### src/logic/wakeup_timer_pkg.sv
// package: constants, register map and divider table of the wake-up timer
package wakeup_timer_pkg;

    // ------------------------------------------------------------------
    // clocking
    // ------------------------------------------------------------------
    localparam int unsigned CLK_FREQ_HZ = 25_000_000;
    localparam int unsigned CLK_PERIOD_NS = 40;
    localparam int unsigned OSC_FREQ_HZ = 10_000;
    // system clock cycles per low-power oscillator period
    localparam int unsigned OSC_TICK_CYCLES = CLK_FREQ_HZ / OSC_FREQ_HZ;

    // ------------------------------------------------------------------
    // widths
    // ------------------------------------------------------------------
    localparam int OSC_CNT_W = 12;
    localparam int PRE_CNT_W = 10;
    localparam int CNT_W = 6;
    localparam int SEL_W = 3;
    localparam int ADDR_W = 12;
    localparam int DATA_W = 32;
    localparam int CTRL_W = 8;

    // ------------------------------------------------------------------
    // counter limits: a time-out after 64 prescaled periods
    // ------------------------------------------------------------------
    localparam logic [CNT_W-1:0] CNT_ZERO = 6'h00;
    localparam logic [CNT_W-1:0] CNT_LAST = 6'h3f;
    localparam logic [PRE_CNT_W-1:0] PRE_ZERO = 10'h000;
    localparam logic [OSC_CNT_W-1:0] OSC_ZERO = 12'h000;

    // ------------------------------------------------------------------
    // register map (control register index is printed, byte address is 4x)
    // ------------------------------------------------------------------
    localparam logic [ADDR_W-1:0] CTRL_INDEX = 12'h0ab;
    localparam logic [ADDR_W-1:0] CTRL_ADDR = {CTRL_INDEX[ADDR_W-3:0], 2'b00};
    localparam logic [ADDR_W-1:0] EXT_IRQ_EN_ADDR = 12'h300;
    localparam logic [ADDR_W-1:0] GLOBAL_IRQ_ADDR = 12'h304;
    localparam logic [ADDR_W-1:0] IRQ_STATUS_ADDR = 12'h308;
    localparam logic [ADDR_W-1:0] IRQ_MASK_ADDR = 12'h30c;
    localparam logic [ADDR_W-1:0] COUNT_ADDR = 12'h310;

    // ------------------------------------------------------------------
    // field positions and reset values
    // ------------------------------------------------------------------
    localparam int CTRL_RUN_BIT = 7;
    localparam int CTRL_CLR_BIT = 6;
    localparam int CTRL_FLAG_BIT = 5;
    localparam int CTRL_RSV_HI = 4;
    localparam int CTRL_RSV_LO = 3;
    localparam int CTRL_SEL_LSB = 0;
    localparam int EXT_IRQ_WAKE_BIT = 1;
    localparam int GLOBAL_IRQ_BIT = 0;
    localparam int STAT_TIMEOUT_BIT = 0;
    localparam logic [CTRL_W-1:0] CTRL_RESET = 8'h00;
    localparam logic [DATA_W-1:0] DATA_ZERO = 32'h0000_0000;

    // ------------------------------------------------------------------
    // last prescaler count per interval select code
    // ------------------------------------------------------------------
    function automatic logic [PRE_CNT_W-1:0] div_last(input logic [SEL_W-1:0] sel);
        logic [PRE_CNT_W-1:0] last;
        case (sel)
            3'h0: last = 10'h000;
            3'h1: last = 10'h003;
            3'h2: last = 10'h007;
            3'h3: last = 10'h01f;
            3'h4: last = 10'h03f;
            3'h5: last = 10'h0ff;
            3'h6: last = 10'h1ff;
            default: last = 10'h3ff;
        endcase
        return last;
    endfunction : div_last

endpackage : wakeup_timer_pkg

### src/logic/wakeup_prescaler.sv
// module: selectable prescaler between the oscillator tick and the wake-up counter
`timescale 1ns/1ps
module wakeup_prescaler
    import wakeup_timer_pkg::*;
(
    // clock and reset
    input wire logic clk_sys,
    input wire logic srst,
    // control
    input wire logic osc_tick,
    input wire logic run,
    input wire logic restart,
    input wire logic [SEL_W-1:0] sel,
    // output
    output logic prescaled_tick
);

    typedef struct packed {
        logic [PRE_CNT_W-1:0] cnt;
    } pre_state_t;

    pre_state_t st;
    pre_state_t next_st;
    logic [PRE_CNT_W-1:0] last;

    // ------------------------------------------------------------------
    // divider
    // ------------------------------------------------------------------
    assign last = div_last(sel);
    assign prescaled_tick = run && osc_tick && !restart && (st.cnt >= last);

    always_comb begin
        next_st = st;
        if (restart) begin
            next_st.cnt = PRE_ZERO;
        end else if (run && osc_tick) begin
            // >= keeps a shrinking select from running the count past its end
            if (st.cnt >= last) begin
                next_st.cnt = PRE_ZERO;
            end else begin
                next_st.cnt = PRE_CNT_W'(st.cnt + 1'b1);
            end
        end
    end

    always_ff @(posedge clk_sys) begin
        if (srst) begin
            st <= '0;
        end else begin
            st <= next_st;
        end
    end
endmodule : wakeup_prescaler

### src/logic/low_power_wakeup_timer.sv
// module: low-power wake-up timer with APB register access
//
// Chosen here: the APB interface to the registers.
`timescale 1ns/1ps
module low_power_wakeup_timer
    import wakeup_timer_pkg::*;
#(
    parameter int unsigned OSC_CYCLES = OSC_TICK_CYCLES
)
(
    // clock and reset
    input wire logic clk_sys,
    input wire logic srst,
    // apb slave
    input wire logic psel,
    input wire logic penable,
    input wire logic pwrite,
    input wire logic [ADDR_W-1:0] paddr,
    input wire logic [DATA_W-1:0] pwdata,
    output logic [DATA_W-1:0] prdata,
    output logic pready,
    output logic pslverr,
    // to cpu core and power control
    output logic wakeup_irq_req,
    output logic wakeup_pulse,
    // system interrupt
    output logic irq
);

    // ------------------------------------------------------------------
    // state
    // ------------------------------------------------------------------
    typedef struct packed {
        logic [OSC_CNT_W-1:0] osc_cnt;
        logic wakeup_run_enable;
        logic wakeup_timeout_flag;
        logic [SEL_W-1:0] interval_select;
        logic [CNT_W-1:0] wakeup_counter;
        logic wakeup_irq_enable;
        logic global_irq_enable;
        logic irq_status;
        logic irq_mask;
        logic [DATA_W-1:0] rdata;
        logic wake;
    } timer_state_t;

    localparam logic [OSC_CNT_W-1:0] OSC_LAST = OSC_CNT_W'(OSC_CYCLES - 1);

    timer_state_t st;
    timer_state_t next_st;

    logic osc_tick;
    logic prescaled_tick;
    logic setup_rd;
    logic access;
    logic wr_acc;
    logic rd_acc;
    logic mapped;
    logic ctrl_wr;
    logic count_clear;
    logic timeout;
    logic [CTRL_W-1:0] ctrl_view;

    // ------------------------------------------------------------------
    // apb decode
    // ------------------------------------------------------------------
    assign setup_rd = psel && !penable && !pwrite;
    assign access = psel && penable;
    assign wr_acc = access && pwrite;
    assign rd_acc = access && !pwrite;
    assign ctrl_wr = wr_acc && (paddr == CTRL_ADDR);
    assign count_clear = ctrl_wr && pwdata[CTRL_CLR_BIT];

    always_comb begin
        case (paddr)
            CTRL_ADDR: mapped = 1'b1;
            EXT_IRQ_EN_ADDR: mapped = 1'b1;
            GLOBAL_IRQ_ADDR: mapped = 1'b1;
            IRQ_STATUS_ADDR: mapped = 1'b1;
            IRQ_MASK_ADDR: mapped = 1'b1;
            COUNT_ADDR: mapped = 1'b1;
            default: mapped = 1'b0;
        endcase
    end

    // zero wait states: read data is captured in the setup cycle
    assign pready = 1'b1;
    assign pslverr = access && !mapped;
    assign prdata = st.rdata;

    // ------------------------------------------------------------------
    // oscillator tick and prescaler
    // ------------------------------------------------------------------
    // no sleep input exists, so idle or power down cannot stall the count
    assign osc_tick = (st.osc_cnt == OSC_LAST);

    wakeup_prescaler u_prescaler (
        .clk_sys(clk_sys),
        .srst(srst),
        .osc_tick(osc_tick),
        .run(st.wakeup_run_enable),
        .restart(count_clear),
        .sel(st.interval_select),
        .prescaled_tick(prescaled_tick)
    );

    // 64 prescaled periods per time-out
    assign timeout = prescaled_tick && (st.wakeup_counter == CNT_LAST);

    // reserved and write-only bits always read back as zero
    always_comb begin
        ctrl_view = CTRL_RESET;
        ctrl_view[CTRL_RUN_BIT] = st.wakeup_run_enable;
        ctrl_view[CTRL_FLAG_BIT] = st.wakeup_timeout_flag;
        ctrl_view[CTRL_SEL_LSB +: SEL_W] = st.interval_select;
    end

    // ------------------------------------------------------------------
    // next state
    // ------------------------------------------------------------------
    always_comb begin
        next_st = st;
        next_st.wake = 1'b0;
        // oscillator runs regardless of the run enable
        if (osc_tick) begin
            next_st.osc_cnt = OSC_ZERO;
        end else begin
            next_st.osc_cnt = OSC_CNT_W'(st.osc_cnt + 1'b1);
        end
        // counter
        if (count_clear) begin
            next_st.wakeup_counter = CNT_ZERO;
        end else if (prescaled_tick) begin
            if (timeout) begin
                next_st.wakeup_counter = CNT_ZERO;
            end else begin
                next_st.wakeup_counter = CNT_W'(st.wakeup_counter + 1'b1);
            end
        end
        // register writes
        if (ctrl_wr) begin
            next_st.wakeup_run_enable = pwdata[CTRL_RUN_BIT];
            next_st.interval_select = pwdata[CTRL_SEL_LSB +: SEL_W];
            if (!pwdata[CTRL_FLAG_BIT]) begin
                next_st.wakeup_timeout_flag = 1'b0;
            end
        end
        if (wr_acc && paddr == EXT_IRQ_EN_ADDR) begin
            next_st.wakeup_irq_enable = pwdata[EXT_IRQ_WAKE_BIT];
        end
        if (wr_acc && paddr == GLOBAL_IRQ_ADDR) begin
            next_st.global_irq_enable = pwdata[GLOBAL_IRQ_BIT];
        end
        if (wr_acc && paddr == IRQ_MASK_ADDR) begin
            next_st.irq_mask = pwdata[STAT_TIMEOUT_BIT];
        end
        // status clears on the completing read
        if (rd_acc && paddr == IRQ_STATUS_ADDR) begin
            next_st.irq_status = 1'b0;
        end
        // a time-out in the clearing cycle still sets: set wins
        if (timeout) begin
            next_st.wakeup_timeout_flag = 1'b1;
            next_st.irq_status = 1'b1;
            next_st.wake = 1'b1;
        end
        // read data
        next_st.rdata = DATA_ZERO;
        if (setup_rd) begin
            case (paddr)
                CTRL_ADDR: next_st.rdata[CTRL_W-1:0] = ctrl_view;
                EXT_IRQ_EN_ADDR: next_st.rdata[EXT_IRQ_WAKE_BIT] = st.wakeup_irq_enable;
                GLOBAL_IRQ_ADDR: next_st.rdata[GLOBAL_IRQ_BIT] = st.global_irq_enable;
                // report a time-out of the setup cycle too, so the read-clear loses none
                IRQ_STATUS_ADDR: next_st.rdata[STAT_TIMEOUT_BIT] = next_st.irq_status;
                IRQ_MASK_ADDR: next_st.rdata[STAT_TIMEOUT_BIT] = st.irq_mask;
                COUNT_ADDR: next_st.rdata[CNT_W-1:0] = st.wakeup_counter;
                default: next_st.rdata = DATA_ZERO;
            endcase
        end
    end

    // every field, control register included, resets to zero
    always_ff @(posedge clk_sys) begin
        if (srst) begin
            st <= '0;
        end else begin
            st <= next_st;
        end
    end

    // ------------------------------------------------------------------
    // outputs
    // ------------------------------------------------------------------
    assign wakeup_irq_req = st.wakeup_timeout_flag && st.wakeup_irq_enable
        && st.global_irq_enable;
    assign wakeup_pulse = st.wake;
    assign irq = st.irq_status && st.irq_mask;
endmodule : low_power_wakeup_timer

### config.mk
export PLATFORM = sky130hd
export DESIGN_NAME = low_power_wakeup_timer
export DESIGN_NICKNAME = d
export VERILOG_FILES = /design/src/logic/wakeup_timer_pkg.sv /design/src/logic/wakeup_prescaler.sv /design/src/logic/low_power_wakeup_timer.sv
export SDC_FILE = /design/constraint.sdc
export NUM_CORES = 1
export LEC_CHECK = 0
export BUFFER_PORTS_ARGS = -buffer_cell sky130_fd_sc_hd__buf_2
export CORE_MARGIN = 2
export CORE_UTILIZATION = 55
export CTS_CLUSTER_DIAMETER = 30
export CTS_CLUSTER_SIZE = 25
export DETAILED_ROUTE_END_ITERATION = 8
export PLACE_DENSITY = 0.83
export SLEW_MARGIN = 20
export SYNTH_ARGS = -nofsm -noshare
export SYNTH_HDL_FRONTEND = slang
export SYNTH_SLANG_ARGS = --single-unit
### constraint.sdc
create_clock -name clk_sys -period 5 [get_ports clk_sys]
set_clock_uncertainty 0.05 [all_clocks]
set_input_delay 0.5 -clock clk_sys [delete_from_list [all_inputs] [get_ports clk_sys]]
set_output_delay 0.5 -clock clk_sys [all_outputs]
set_load 0.02 [all_outputs]
# Word level (Yosys, flattened, before mapping)
# Cells that the tools add are included.
# W data, S select, Z words.
[totals] reg_bits=70 elab_cells=79 inputBits=49
[classes] bitwise_logic=2 addsub=3 reduce_logical=31 n_eq_ne=15 muxes=13 n_lt_le_gt_ge=1
[ops] op="$eq A12 B10 Y1 const B" count=6
[ops] op="$pmux W10 S7" count=1
[ops] op="$logic_and A1 B1 Y1" count=19
[ops] op="$add A12 B1 Y12 const B" count=1
[ops] op="$eq A12 B12 Y1 const B" count=1
[ops] op="$add A10 B1 Y10 const B" count=1
[ops] op="$ge A10 B10 Y1" count=1
[ops] op="$mux W10" count=1
[ops] op="$eq A3 B3 Y1 const B" count=3
[ops] op="$pmux W4 S2" count=1
[ops] op="$add A6 B1 Y6 const B" count=1
[ops] op="$eq A3 B2 Y1 const B" count=2
[ops] op="$eq A6 B6 Y1 const B" count=1
[ops] op="$mux W1" count=6
[ops] op="$mux W6" count=1
[ops] op="$reduce_or A2 Y1" count=3
[ops] op="$reduce_or A6 Y1" count=1
[ops] op="$pmux W1 S5" count=1
[ops] op="$logic_not A1 Y1" count=4
[ops] op="$mux W4" count=1
[ops] op="$eq A3 B1 Y1 const B" count=1
[ops] op="$logic_not A3 Y1" count=1
[ops] op="$pmux W1 S3" count=1
[ops] op="$reduce_or A3 Y1" count=1
[ops] op="other kinds (4)" count=5

# Depth between registers and ports, before layout
# Gate-level depths: netlist of run 1.
[depth] ltp_word=10 ltp_mapped=10 depth_no_buf=8

# By module
# Synthesis of run 1 repeated with hierarchy kept, for this count alone.
[hier_totals] hier_cells=323 area_unflattened_um2=2746.4
[modules_own_cells] mod="low_power_wakeup_timer" cells_each=228 area_per_inst_um2=1953.1 instances=1
[modules_own_cells] mod="wakeup_prescaler" cells_each=95 area_per_inst_um2=793.3 instances=1

# Least setup slack after synthesis of run 1
# Ideal clock, no wire load.
[synth_timing] path_kind="reg-to-reg" start="reg st (netlist bit ctrl_view[2])" end="reg st[40] (netlist name)" t_arrival_ps=2269 slack_ps=2611 required_time_ps=4880 path_stages_with_launch=11 path_buffers=2 setup_time_ps=70 cell_sequence="dfxtp_1 clkbuf_1 or3_1 ha_1 nand2b_1 a211o_1 nand3_1 a21o_1 buf_6 or4_1 a21oi_1"
[synth_between] elab_chain_cells=6
[synth_lines] item="start: declaration" line_no="low_power_wakeup_timer.sv:49" text="timer_state_t st;"
[synth_lines] item="start signal: assignment" line_no="low_power_wakeup_timer.sv:188" text="st <= next_st;"
[synth_lines] item="$eq A3 B3 Y1 (tied with other cells)" line_no="wakeup_timer_pkg.sv:63" text="case (sel)"
[synth_lines] item="$pmux W10 S7 *" line_no="wakeup_timer_pkg.sv:63"
[synth_lines] item="$ge A10 B10 Y1 *" line_no="wakeup_prescaler.sv:30" text="assign prescaled_tick = run && osc_tick && !restart && (st.cnt >= last);"
[synth_lines] item="$logic_and A1 B1 Y1 *" line_no="wakeup_prescaler.sv:30"
[synth_lines] item="$logic_and A1 B1 Y1" line_no="low_power_wakeup_timer.sv:108" text="assign timeout = prescaled_tick && (st.wakeup_counter == CNT_LAST);"
[synth_lines] item="$mux W6" line_no="low_power_wakeup_timer.sv:134" text="if (timeout) begin"
# Mark *: on every way between the ends. The rest lies on a longest branch, timed or not.
# A chain may end at the register's enable or synchronous reset.

# Worst setup path after layout of run 1
[layout_timing] start="in paddr[1]" end="out pslverr"
[layout_between] elab_chain_cells=5
[layout_lines] item="start: declaration" line_no="low_power_wakeup_timer.sv:18" text="input wire logic [ADDR_W-1:0] paddr,"
[layout_lines] item="$eq A12 B10 Y1" line_no="low_power_wakeup_timer.sv:75" text="case (paddr)"
[layout_lines] item="$reduce_or A6 Y1 (no source line) *"
[layout_lines] item="$mux W1 *" line_no="low_power_wakeup_timer.sv:75"
[layout_lines] item="$logic_not A1 Y1 *" line_no="low_power_wakeup_timer.sv:88" text="assign pslverr = access && !mapped;"
[layout_lines] item="$logic_and A1 B1 Y1 *" line_no="low_power_wakeup_timer.sv:88"
[layout_lines] item="end: declaration" line_no="low_power_wakeup_timer.sv:22" text="output logic pslverr,"
# Marks and branches as above.

==> run metrics, run 1 <==
DR DRC count 0; CTS tree built; Wirelength per Cell 12.46 um; H-tree depth 2; CTS Buffer Depth 2; unrepaired setup endpoints after global routing no; largest net degree at the start of global routing 16; Max-slew headroom 34.94%; critical path's slowest cell nor4b_1; Layout area overhead 5.409%; routed wire length 4.822 mm; period utilization 52.65%; setup slack after layout 2.367 ns; Hold Vio Cnt, Final 0; DR vias/cell 5.514; Placement Rows 25; Post-DP Area 2644 um2; post-synthesis sequential area ratio 34.47%; Yosys reg bits 45; Worst-Margin Slew 0.9684 ns; Async SR Flop Fraction 0%; most frequent CP cell buf_2; Period minus WS final 2.633 ns; max-cap violations 0; clk sinks 45; WP buf/inv 2; Inserted Diodes 0; CP peak stage delay 0.45 ns; static leakage 1.124 nW; clk root buf clkbuf_8; post-CTS setup buffer count 0; share of layout cells above drive strength 1 15.02%; final antenna-violating net count 0; GP Congestion 0.9748; Die Ht 72.94 um; status finished clean; PwrDens 247.6 nW/um2; Num CTS Buffers 5; area leader, netlist dfxtp_1; Post-synth EDFFs 0; most area-consuming cells after synthesis dfxtp_1, buf_4, nor2_1; first-pass GRT wire length 8.114 mm; Max IR drop VDD 0.1681 mV; Die X 72.94 um; Finished Cell Area 2755 um2; Post-Place Worst Slack 2.090 ns; hpwl dp 3.740 mm; critical path's top delay family simple AND/OR/NAND/NOR gates; drt pass-1 iters 4; hold_buf cts 0; ys flop type dfxtp_1; YS warnings 0; required time of the critical path 4.45 ns; Worst EP arrival 2.08 ns; FMAX 0.3798 GHz; Mean Syn Cell Area 8.459 um2; Synth cell types 49; Setup CP Type primary input to primary output; most frequent cell after synthesis nor2_1; Initial Util 56.08%; io pins 86; setup TNS 0 ns; area of the mapped netlist 2614 um2; Syn Inst Count 309; initial antenna violation count 0; Min Hold Slack 0.3819 ns; grt total ovfl 0; DIE AREA 5320 um2; gr usage total 19.56%; CP Capture Type primary output; Core ar. 4661 um2; Power Total 0.6821 mW; CP max FO 7; Final setup viols 0; Via Count 2134; cells along the critical path buf_2 > nor4b_1 > nand4_1 > nor2_1 > nor4_1 > buf_2; most instantiated cells after synthesis nor2_1, dfxtp_1, buf_4; DRT iter0 DRCs 150; Nets 394; buffers added on ports 33; CTS-repair resized insts 0; Max Slew Vio Count 0; startpoint types primary input; clk_lat worst skew 0.30 ns; Synth top area share 34.47%; vias in the first global route 1908; CTS clk-pin slew, worst paths 0.08 ns; HP Class primary input to flip-flop
cell families (layout without fill, tap and decap cells):
family / after synthesis / count (layout) / share of synthesized area (%)
XOR/XNOR: 20 / 20 / 6.701
AND/OR/NAND/NOR: 129 / 129 / 26.62
other: 2 / 26 / 0.2873
buffers and inverters: 50 / 50 / 12.49
AO/OA/AOI/OAI: 42 / 42 / 10.10
multiplexers: 8 / 8 / 3.112
flip-flops: 45 / 45 / 34.47
adder cells (fa/ha/maj): 13 / 13 / 6.223
final timing paths:
check / start / endpoint / slack [ns] / cells past startpoint
worst max-delay path: paddr[1] / pslverr / 2.37 / 6
worst min register to register: st[48] / st[48] / 0.41 / 1
worst min-delay path: pwdata[7] / ctrl_view[7] / 0.38 / 3
worst max register to register: ctrl_view[2] / st[41] / 2.48 / 8
layout by cell type (no fill, tap or decap), types with 2 or more instances in the layout:
master / instances
o31ai_1: 3
o41ai_1: 2
a211oi_1: 3
or3_1: 2
nor4b_1: 5
nor2b_1: 2
ha_1: 13
and3_1: 8
nor2_1: 51
xnor2_1: 10
conb_1: 26
nand3b_1: 2
a22oi_1: 3
a21oi_1: 15
nand2_1: 17
buf_2: 33
or4_1: 4
xor2_1: 10
nor3_1: 4
inv_1: 9
nand4_1: 6
and4_1: 2
clkbuf_8: 5
o21ai_0: 8
mux2i_1: 7
nand3_1: 14
dfxtp_1: 45
a31oi_1: 2
layout make-up:
class | count | area [um2]
repair buffers | 33 | 165.2
flip-flops and latches | 45 | 900.9
inverters | 9 | 33.78
fillers | 436 | 1906
well taps | 54 | 67.56
clock buffers | 6 | 72.57
multi-input cells | 238 | 1476
clock inverters | 2 | 38.79
worst reg2reg max path, stage by stage, from the launching register on:
cell and delay [ns]:
dfxtp_1 0.40, or3_1 0.45, ha_1 0.28, nand2b_1 0.09, a211o_1 0.12, nand3_1 0.13
a21o_1 0.29, or4_1 0.50, a21oi_1 0.15
stage by stage:
stage	cells	utilization, %
global route	387	59.11
finish	387	59.11
detailed placement	379	56.72
CTS	387	59.11
floorplan	333	-
global placement	379	56.72
sequential cells by signal, indices dropped and copies added (netlist names):
signal,cells
st,22
ctrl_view,5
wakeup_pulse,1
prdata,7
u_prescaler.st,10
where the power goes:
part	leakage (nW)	switching, mW	internal [mW]
Combinational	0.705	0.0350	0.0130
Sequential	0.363	0.00240	0.360
Clock	0.0554	0.122	0.150
Total	1.12	0.159	0.523
metal layers:
layer / routed length [um] / vias up / GRT usage, %
li1: - / 1071 / -
met1: 1979 / 981 / 21.92
met2: 2440 / 73 / 34.24
met3: 317 / 9 / 4.972
met4: 84 / 0 / 9.671
met5: 0 / - / 0
(Power assumes the default switching activity.)
==> run 2: changes to the inputs <==
--- a/config.mk
+++ b/config.mk
@@ -7,11 +7,11 @@
 export LEC_CHECK = 0
 export BUFFER_PORTS_ARGS = -buffer_cell sky130_fd_sc_hd__buf_2
 export CORE_MARGIN = 2
-export CORE_UTILIZATION = 55
+export CORE_UTILIZATION = 46
 export CTS_CLUSTER_DIAMETER = 30
 export CTS_CLUSTER_SIZE = 25
 export DETAILED_ROUTE_END_ITERATION = 8
-export PLACE_DENSITY = 0.83
+export PLACE_DENSITY = 0.74
 export SLEW_MARGIN = 20
 export SYNTH_ARGS = -nofsm -noshare
 export SYNTH_HDL_FRONTEND = slang
==> constraint.sdc (replaced) <==
create_clock -name clk_sys -period 2.38 [get_ports clk_sys]
set_clock_uncertainty 0.05 [all_clocks]
set_input_delay 0.238 -clock clk_sys [delete_from_list [all_inputs] [get_ports clk_sys]]
set_output_delay 0.238 -clock clk_sys [all_outputs]
set_load 0.02 [all_outputs]
==> run 2 against run 1 <==
Effect of this change:
- final cell count increased by 7.5%
- die area is 18% higher
- first-iteration DRC count fell by 29%
- clock power increased by 76%
- worst hold slack got worse by 0.26 ns
- via count rose by 2.3%
- critical path type is now flip-flop to flip-flop
- combinational power is 110% higher
- routed wire length rose by 3.6%
- global-route usage fell by 3.1 points
- highest routed layer unchanged
- core utilization fell by 6.2 points
- register-to-register slack lost 2.4 ns
- sequential power up 110%
==> run metrics, run 2 (synthesized netlist as in run 1, its figures left out) <==
Setup CP Type flip-flop to flip-flop (was primary input to primary output); DR DRC count 0 (unchanged); hold path start pwdata[7] (unchanged); Power Total 1.341 mW (was 0.6821 mW); GP Congestion 0.8742 (was 0.9748); Worst-Margin Slew 0.5014 ns (was 0.9684 ns); io pins 86 (unchanged); Core ar. 5507 um2 (was 4661 um2); clk root buf clkbuf_8 (unchanged); Biggest register st (unchanged); HP Class primary input to flip-flop (unchanged); Initial Util 47.47% (was 56.08%); Hold Path Depth 3 (unchanged); gr usage total 16.48% (was 19.56%); commonest non-fill, non-tap cell in the layout nor2_1 (unchanged); largest net degree at the start of global routing 16 (unchanged); CTS clk-pin slew, worst paths 0.09 ns (was 0.08 ns); R2R cell count 8 (unchanged); Num CTS Buffers 5 (unchanged); routed wire length 4.998 mm (was 4.822 mm); unrepaired setup endpoints after global routing yes (was no); static leakage 1.182 nW (was 1.124 nW); CTS Buffer Depth 2 (unchanged); Worst EP arrival 2.52 ns (was 2.08 ns); first-pass GRT wire length 8.259 mm (was 8.114 mm); Die X 79.38 um (was 72.94 um); post-CTS setup buffer count 0 (unchanged); required time of the critical path 2.58 ns (was 4.45 ns); Max IR drop VDD 0.2046 mV (was 0.1681 mV); fin util 52.94% (was 59.11%); CTS tree built (unchanged); hold_buf cts 0 (unchanged); Layout area overhead 11.54% (was 5.409%); Max Slew Vio Count 0 (unchanged); period utilization 97.29%; Final setup viols 0 (unchanged); Inserted Diodes 0 (unchanged); multi-input logic area 1559 um2 (was 1476 um2); final antenna-violating net count 0 (unchanged); CP Capture Type flip-flop (was primary output); buffers added on ports 33 (unchanged); Period minus WS final 2.315 ns; share of layout cells above drive strength 1 22.09% (was 15.02%); commonest cells after routing, fill and taps aside nor2_1, dfxtp_1, buf_2 (unchanged); register area 904.6 um2 (was 900.9 um2); status finished clean (unchanged); Worst Hold Endpoint ctrl_view[7] (unchanged); Hold Vio Cnt, Final 0 (unchanged); Placement Rows 27 (was 25); startpoint types flip-flop (was primary input); Fillers 533 (was 436); Via Count 2184 (was 2134); FMAX 0.4319 GHz; clk_lat worst skew 0.31 ns (was 0.30 ns); PwrDens 459.8 nW/um2 (was 247.6 nW/um2); clk sinks 45 (unchanged); drt pass-1 iters 4 (unchanged); initial antenna violation count 0 (unchanged); H-tree depth 2 (unchanged); worst flop-to-flop path endpoint st[41] (unchanged); hpwl dp 3.778 mm (was 3.740 mm); DR vias/cell 5.250 (was 5.514); grt total ovfl 0 (unchanged); number of flip-flops in the largest register 22 (unchanged); Nets 405 (was 394); Wirelength per Cell 12.01 um (was 12.46 um); Max-slew headroom 66.10% (was 34.94%); DRT iter0 DRCs 106 (was 150); DIE AREA 6301 um2 (was 5320 um2); Die Ht 79.38 um (was 72.94 um); worst r2r src ctrl_view[0] (was ctrl_view[2]); worst reg-to-reg setup slack 0.06 ns (was 2.48 ns); CP max FO 5 (was 7); max-cap violations 0 (unchanged); vias in the first global route 1951 (was 1908)
run 2: cell types whose count changed in the layout (fill, tap and decap cells not counted), sizes merged:
cell	previous run	this run
a21o	1	2
buf	33	43
bufinv	1	0
clkinv	1	0
clkinvlp	0	2
run 2: timing repair:
| item | 4_1_cts | 5_1_grt |
|---|---|---|
| cloned | 0 | 1 |
| pin swaps | 0 | 5 |
| gates resized for setup | 1 | 19 |
| setup endpoints to repair | 1 | 7 |
run 2: critical path, stage by stage (launching register included):
cell      delay, ns
dfxtp_2        0.35
or3_4          0.39
ha_4           0.27
nand2b_1       0.09
a211o_1        0.13
nand3_2        0.11
a21o_4         0.25
or4_4          0.48
a21oi_2        0.14
run 2: worst max-delay path by stage:
stage	start	endpoint	slack (ns)	cells past startpoint
6_report	ctrl_view[0]	st[41]	0.06	8
5_1_grt	ctrl_view[2]	st[41]	-0.02	8
4_1_cts	ctrl_view[1]	st[40]	0.01	8
3_5_place_dp	ctrl_view[1]	st[40]	0.02	8
3_3_place_gp	ctrl_view[1]	st[40]	0.06	8
2_1_floorplan	ctrl_view[2]	st[40]	0.01	10
run 2: power by group:
group | internal, mW | leakage [nW] | switching, mW
Clock | 0.207 | 0.0374 | 0.272
Combinational | 0.0274 | 0.780 | 0.0732
Sequential | 0.756 | 0.364 | 0.00499
Total | 0.991 | 1.18 | 0.350
run 2: metal layers:
layer	share of wire, %	GRT usage [%]
met1	44	19.30
met2	47	28.47
met3	6.3	3.281
met4	2.6	8.448
met5	0	0
run 2: area by class of cell:
| type | instances | area share [%] |
|---|---|---|
| Sequential cell | 45 | 31.03 |
| Clock buffer | 6 | 2.489 |
| Timing Repair Buffer | 43 | 8.240 |
| Tap cell | 72 | 3.090 |
| Inverter | 9 | 1.159 |
| Clock inverter | 2 | 0.5150 |
| Multi-Input combinational cell | 239 | 53.48 |
run 2: metrics by stage:
step                area (um2)  setup TNS [ns]  hold slack (ns)  worst slack, ns  cells
detailed placement        2741               0           0.3975          0.02279    407
global route              2915        -0.01829           0.1250         -0.01829    416
CTS                       2830               0           0.1160          0.01019    415
global placement          2741               0           0.3891          0.05763    407
floorplan                 2705               0           0.3240          0.01286    333
finish                    2915               0           0.1200          0.06459    416
==> run 3: changes to the inputs <==
==> constraint.sdc (replaced) <==
create_clock -name clk_sys -period 2.38 [get_ports clk_sys]
set_clock_uncertainty 0.05 [all_clocks]
set_input_delay 0 -clock clk_sys [delete_from_list [all_inputs] [get_ports clk_sys]]
set_output_delay 0 -clock clk_sys [all_outputs]
set_load 0.02 [all_outputs]
==> run 3 against run 2 <==
Effect of this change:
- via count increased by 1.4%
- critical path depth unchanged
- clock power increased by 22%
- design area increased by 3.5%
- non-clock buffer count increased by 9
- combinational power increased by 9%
- die area unchanged
- final cell count increased by 2.2%
- sequential share of layout area decreased by 0.96 points
- total power increased by 8.5%
- sequential power about the same
- worst setup slack about the same
- highest routed layer unchanged
==> run metrics, run 3 (synthesized netlist as in run 1, its figures left out) <==
grt total ovfl 0 (unchanged); Max IR drop VDD 0.2118 mV (was 0.2046 mV); Inserted Diodes 0 (unchanged); HP Class primary input to flip-flop (unchanged); R2R cell count 8 (unchanged); GP Congestion 0.8660 (was 0.8742); buffers added on ports 33 (unchanged); final antenna-violating net count 0 (unchanged); Placement Rows 27 (unchanged); Layout Cells excl Fill 425 (was 416); critical path's slowest cell or4_4 (unchanged); hold path start penable (was pwdata[7]); Via Count 2214 (was 2184); Final setup viols 0 (unchanged); worst r2r src ctrl_view[0] (unchanged); Max-slew headroom 64.51% (was 66.10%); vias in the first global route 1913 (was 1951); CP Capture Type flip-flop (unchanged); startpoint types flip-flop (unchanged); io pins 86 (unchanged); first-pass GRT wire length 8.335 mm (was 8.259 mm); clk root buf clkbuf_8 (unchanged); Worst EP arrival 2.51 ns (was 2.52 ns); H-tree depth 2 (unchanged); critical path's top delay family simple AND/OR/NAND/NOR gates (unchanged); Nets 414 (was 405); DR DRC count 0 (unchanged); commonest non-fill, non-tap cell in the layout nor2_1 (unchanged); max-cap violations 0 (unchanged); initial antenna violation count 0 (unchanged); DIE AREA 6301 um2 (unchanged); number of flip-flops in the largest register 22 (unchanged); CP peak stage delay 0.47 ns (was 0.48 ns); routed wire length 5.337 mm (was 4.998 mm); Wirelength per Cell 12.56 um (was 12.01 um); status finished clean (unchanged); DR vias/cell 5.209 (was 5.250); Die X 79.38 um (unchanged); share of layout cells above drive strength 1 20.40% (was 22.09%); CTS Buffer Depth 2 (unchanged); Layout area overhead 15.41% (was 11.54%); Die Ht 79.38 um (unchanged); commonest cells after routing, fill and taps aside nor2_1, dfxtp_1, buf_2 (unchanged); Worst Hold Endpoint prdata[5] (was ctrl_view[7]); Hold Path Depth 3 (unchanged); hpwl dp 3.770 mm (was 3.778 mm); CTS clk-pin slew, worst paths 0.09 ns (about the same); period utilization 97.29% (about the same); Setup CP Type flip-flop to flip-flop (unchanged); worst reg-to-reg setup slack 0.06 ns (about the same); Core ar. 5507 um2 (unchanged); cells along the critical path or3_4 > ha_1 > nand2b_1 > a211o_1 > nand3_2 > a21o_4 > or4_4 > a21oi_2 (was or3_4 > ha_4 > nand2b_1 > a211o_1 > nand3_2 > a21o_4 > or4_4 > a21oi_2); placed cell count 403 (was 407); DRT iter0 DRCs 143 (was 106); unrepaired setup endpoints after global routing yes (unchanged); Hold Vio Cnt, Final 0 (unchanged); drt pass-1 iters 4 (unchanged); gr usage total 16.57% (was 16.48%); WP buf/inv 0 (unchanged); Worst-Margin Slew 0.5249 ns (was 0.5014 ns); FMAX 0.4319 GHz (about the same); worst flop-to-flop path endpoint st[40] (was st[41]); required time of the critical path 2.58 ns (about the same); Num CTS Buffers 5 (unchanged); Initial Util 47.47% (unchanged); clk sinks 45 (unchanged); Min Hold Slack 0.007882 ns (was 0.1200 ns); CP max FO 5 (unchanged); CTS tree built (unchanged); Period minus WS final 2.316 ns (was 2.315 ns); PwrDens 482.3 nW/um2 (was 459.8 nW/um2); static leakage 1.243 nW (was 1.182 nW); clk_lat worst skew 0.30 ns (was 0.31 ns); largest net degree at the start of global routing 16 (unchanged); Max Slew Vio Count 0 (unchanged); Biggest register st (unchanged)
-- run 3: routing by layer --
| layer | vias to the layer above | track usage [%] | part of all wire (%) |
|---|---|---|---|
| met3 | 10 | 3.959 | 6.4 |
| met1 | 1013 | 19.61 | 44 |
| met4 | 0 | 6.034 | 1.7 |
| met5 | - | 0 | 0 |
| li1 | 1112 | - | - |
| met2 | 79 | 29.07 | 48 |
-- run 3: layout make-up --
type / instances / area (um2)
well taps: 72 / 90.09
clock inverters: 2 / 38.79
clock buffers: 6 / 72.57
flip-flops and latches: 45 / 907.1
fillers: 518 / 2490
inverters: 9 / 33.78
repair buffers: 52 / 332.8
multi-input cells: 239 / 1541
-- run 3: how the worst max path moves through the flow --
| stage | from | endpoint | slack, ns | depth (start not counted) |
|---|---|---|---|---|
| 6_report | ctrl_view[0] | st[40] | 0.06 | 8 |
| 5_1_grt | ctrl_view[0] | st[40] | -0.01 | 8 |
| 4_1_cts | ctrl_view[1] | st[41] | 0.005 | 8 |
| 3_5_place_dp | ctrl_view[0] | st[41] | 0.01 | 8 |
| 3_3_place_gp | ctrl_view[2] | st[40] | 0.05 | 8 |
| 2_1_floorplan | ctrl_view[2] | st[40] | 0.01 | 10 |
-- run 3: metrics by stage --
| step | TNS, ns | area (um2) | setup WS, ns | power, mW | util (%) |
|---|---|---|---|---|---|
| floorplan | 0 | 2705 | 0.01286 | 0.8797 | - |
| global placement | 0 | 2711 | 0.04966 | 0.8778 | 49.24 |
| detailed placement | 0 | 2711 | 0.01316 | 0.8790 | 49.24 |
| CTS | 0 | 2935 | 0.005472 | 1.474 | 53.31 |
| global route | -0.01080 | 3017 | -0.01044 | 1.512 | 54.78 |
| finish | 0 | 3017 | 0.06445 | 1.455 | 54.78 |
-- run 3: worst min-delay path: stages --
cell,delay (ns)
buf_2,0.11
or4b_2,0.16
nor2_1,0.05
-- run 3: what timing repair did --
action / in CTS / in global routing
pin swaps: 0 / 5
buffers inserted: 0 / 3
setup endpoints to repair: 2 / 18
hold buffers: 10 / 0
cloned: 0 / 1
gates resized for setup: 3 / 15
endpoints found under the hold margin: 11 / 0
-- run 3: power by group --
| group | internal (mW) | leakage [nW] | switching, mW |
|---|---|---|---|
| registers | 0.755 | 0.365 | 0.00503 |
| logic | 0.0348 | 0.822 | 0.0750 |
| clock network | 0.315 | 0.0554 | 0.270 |
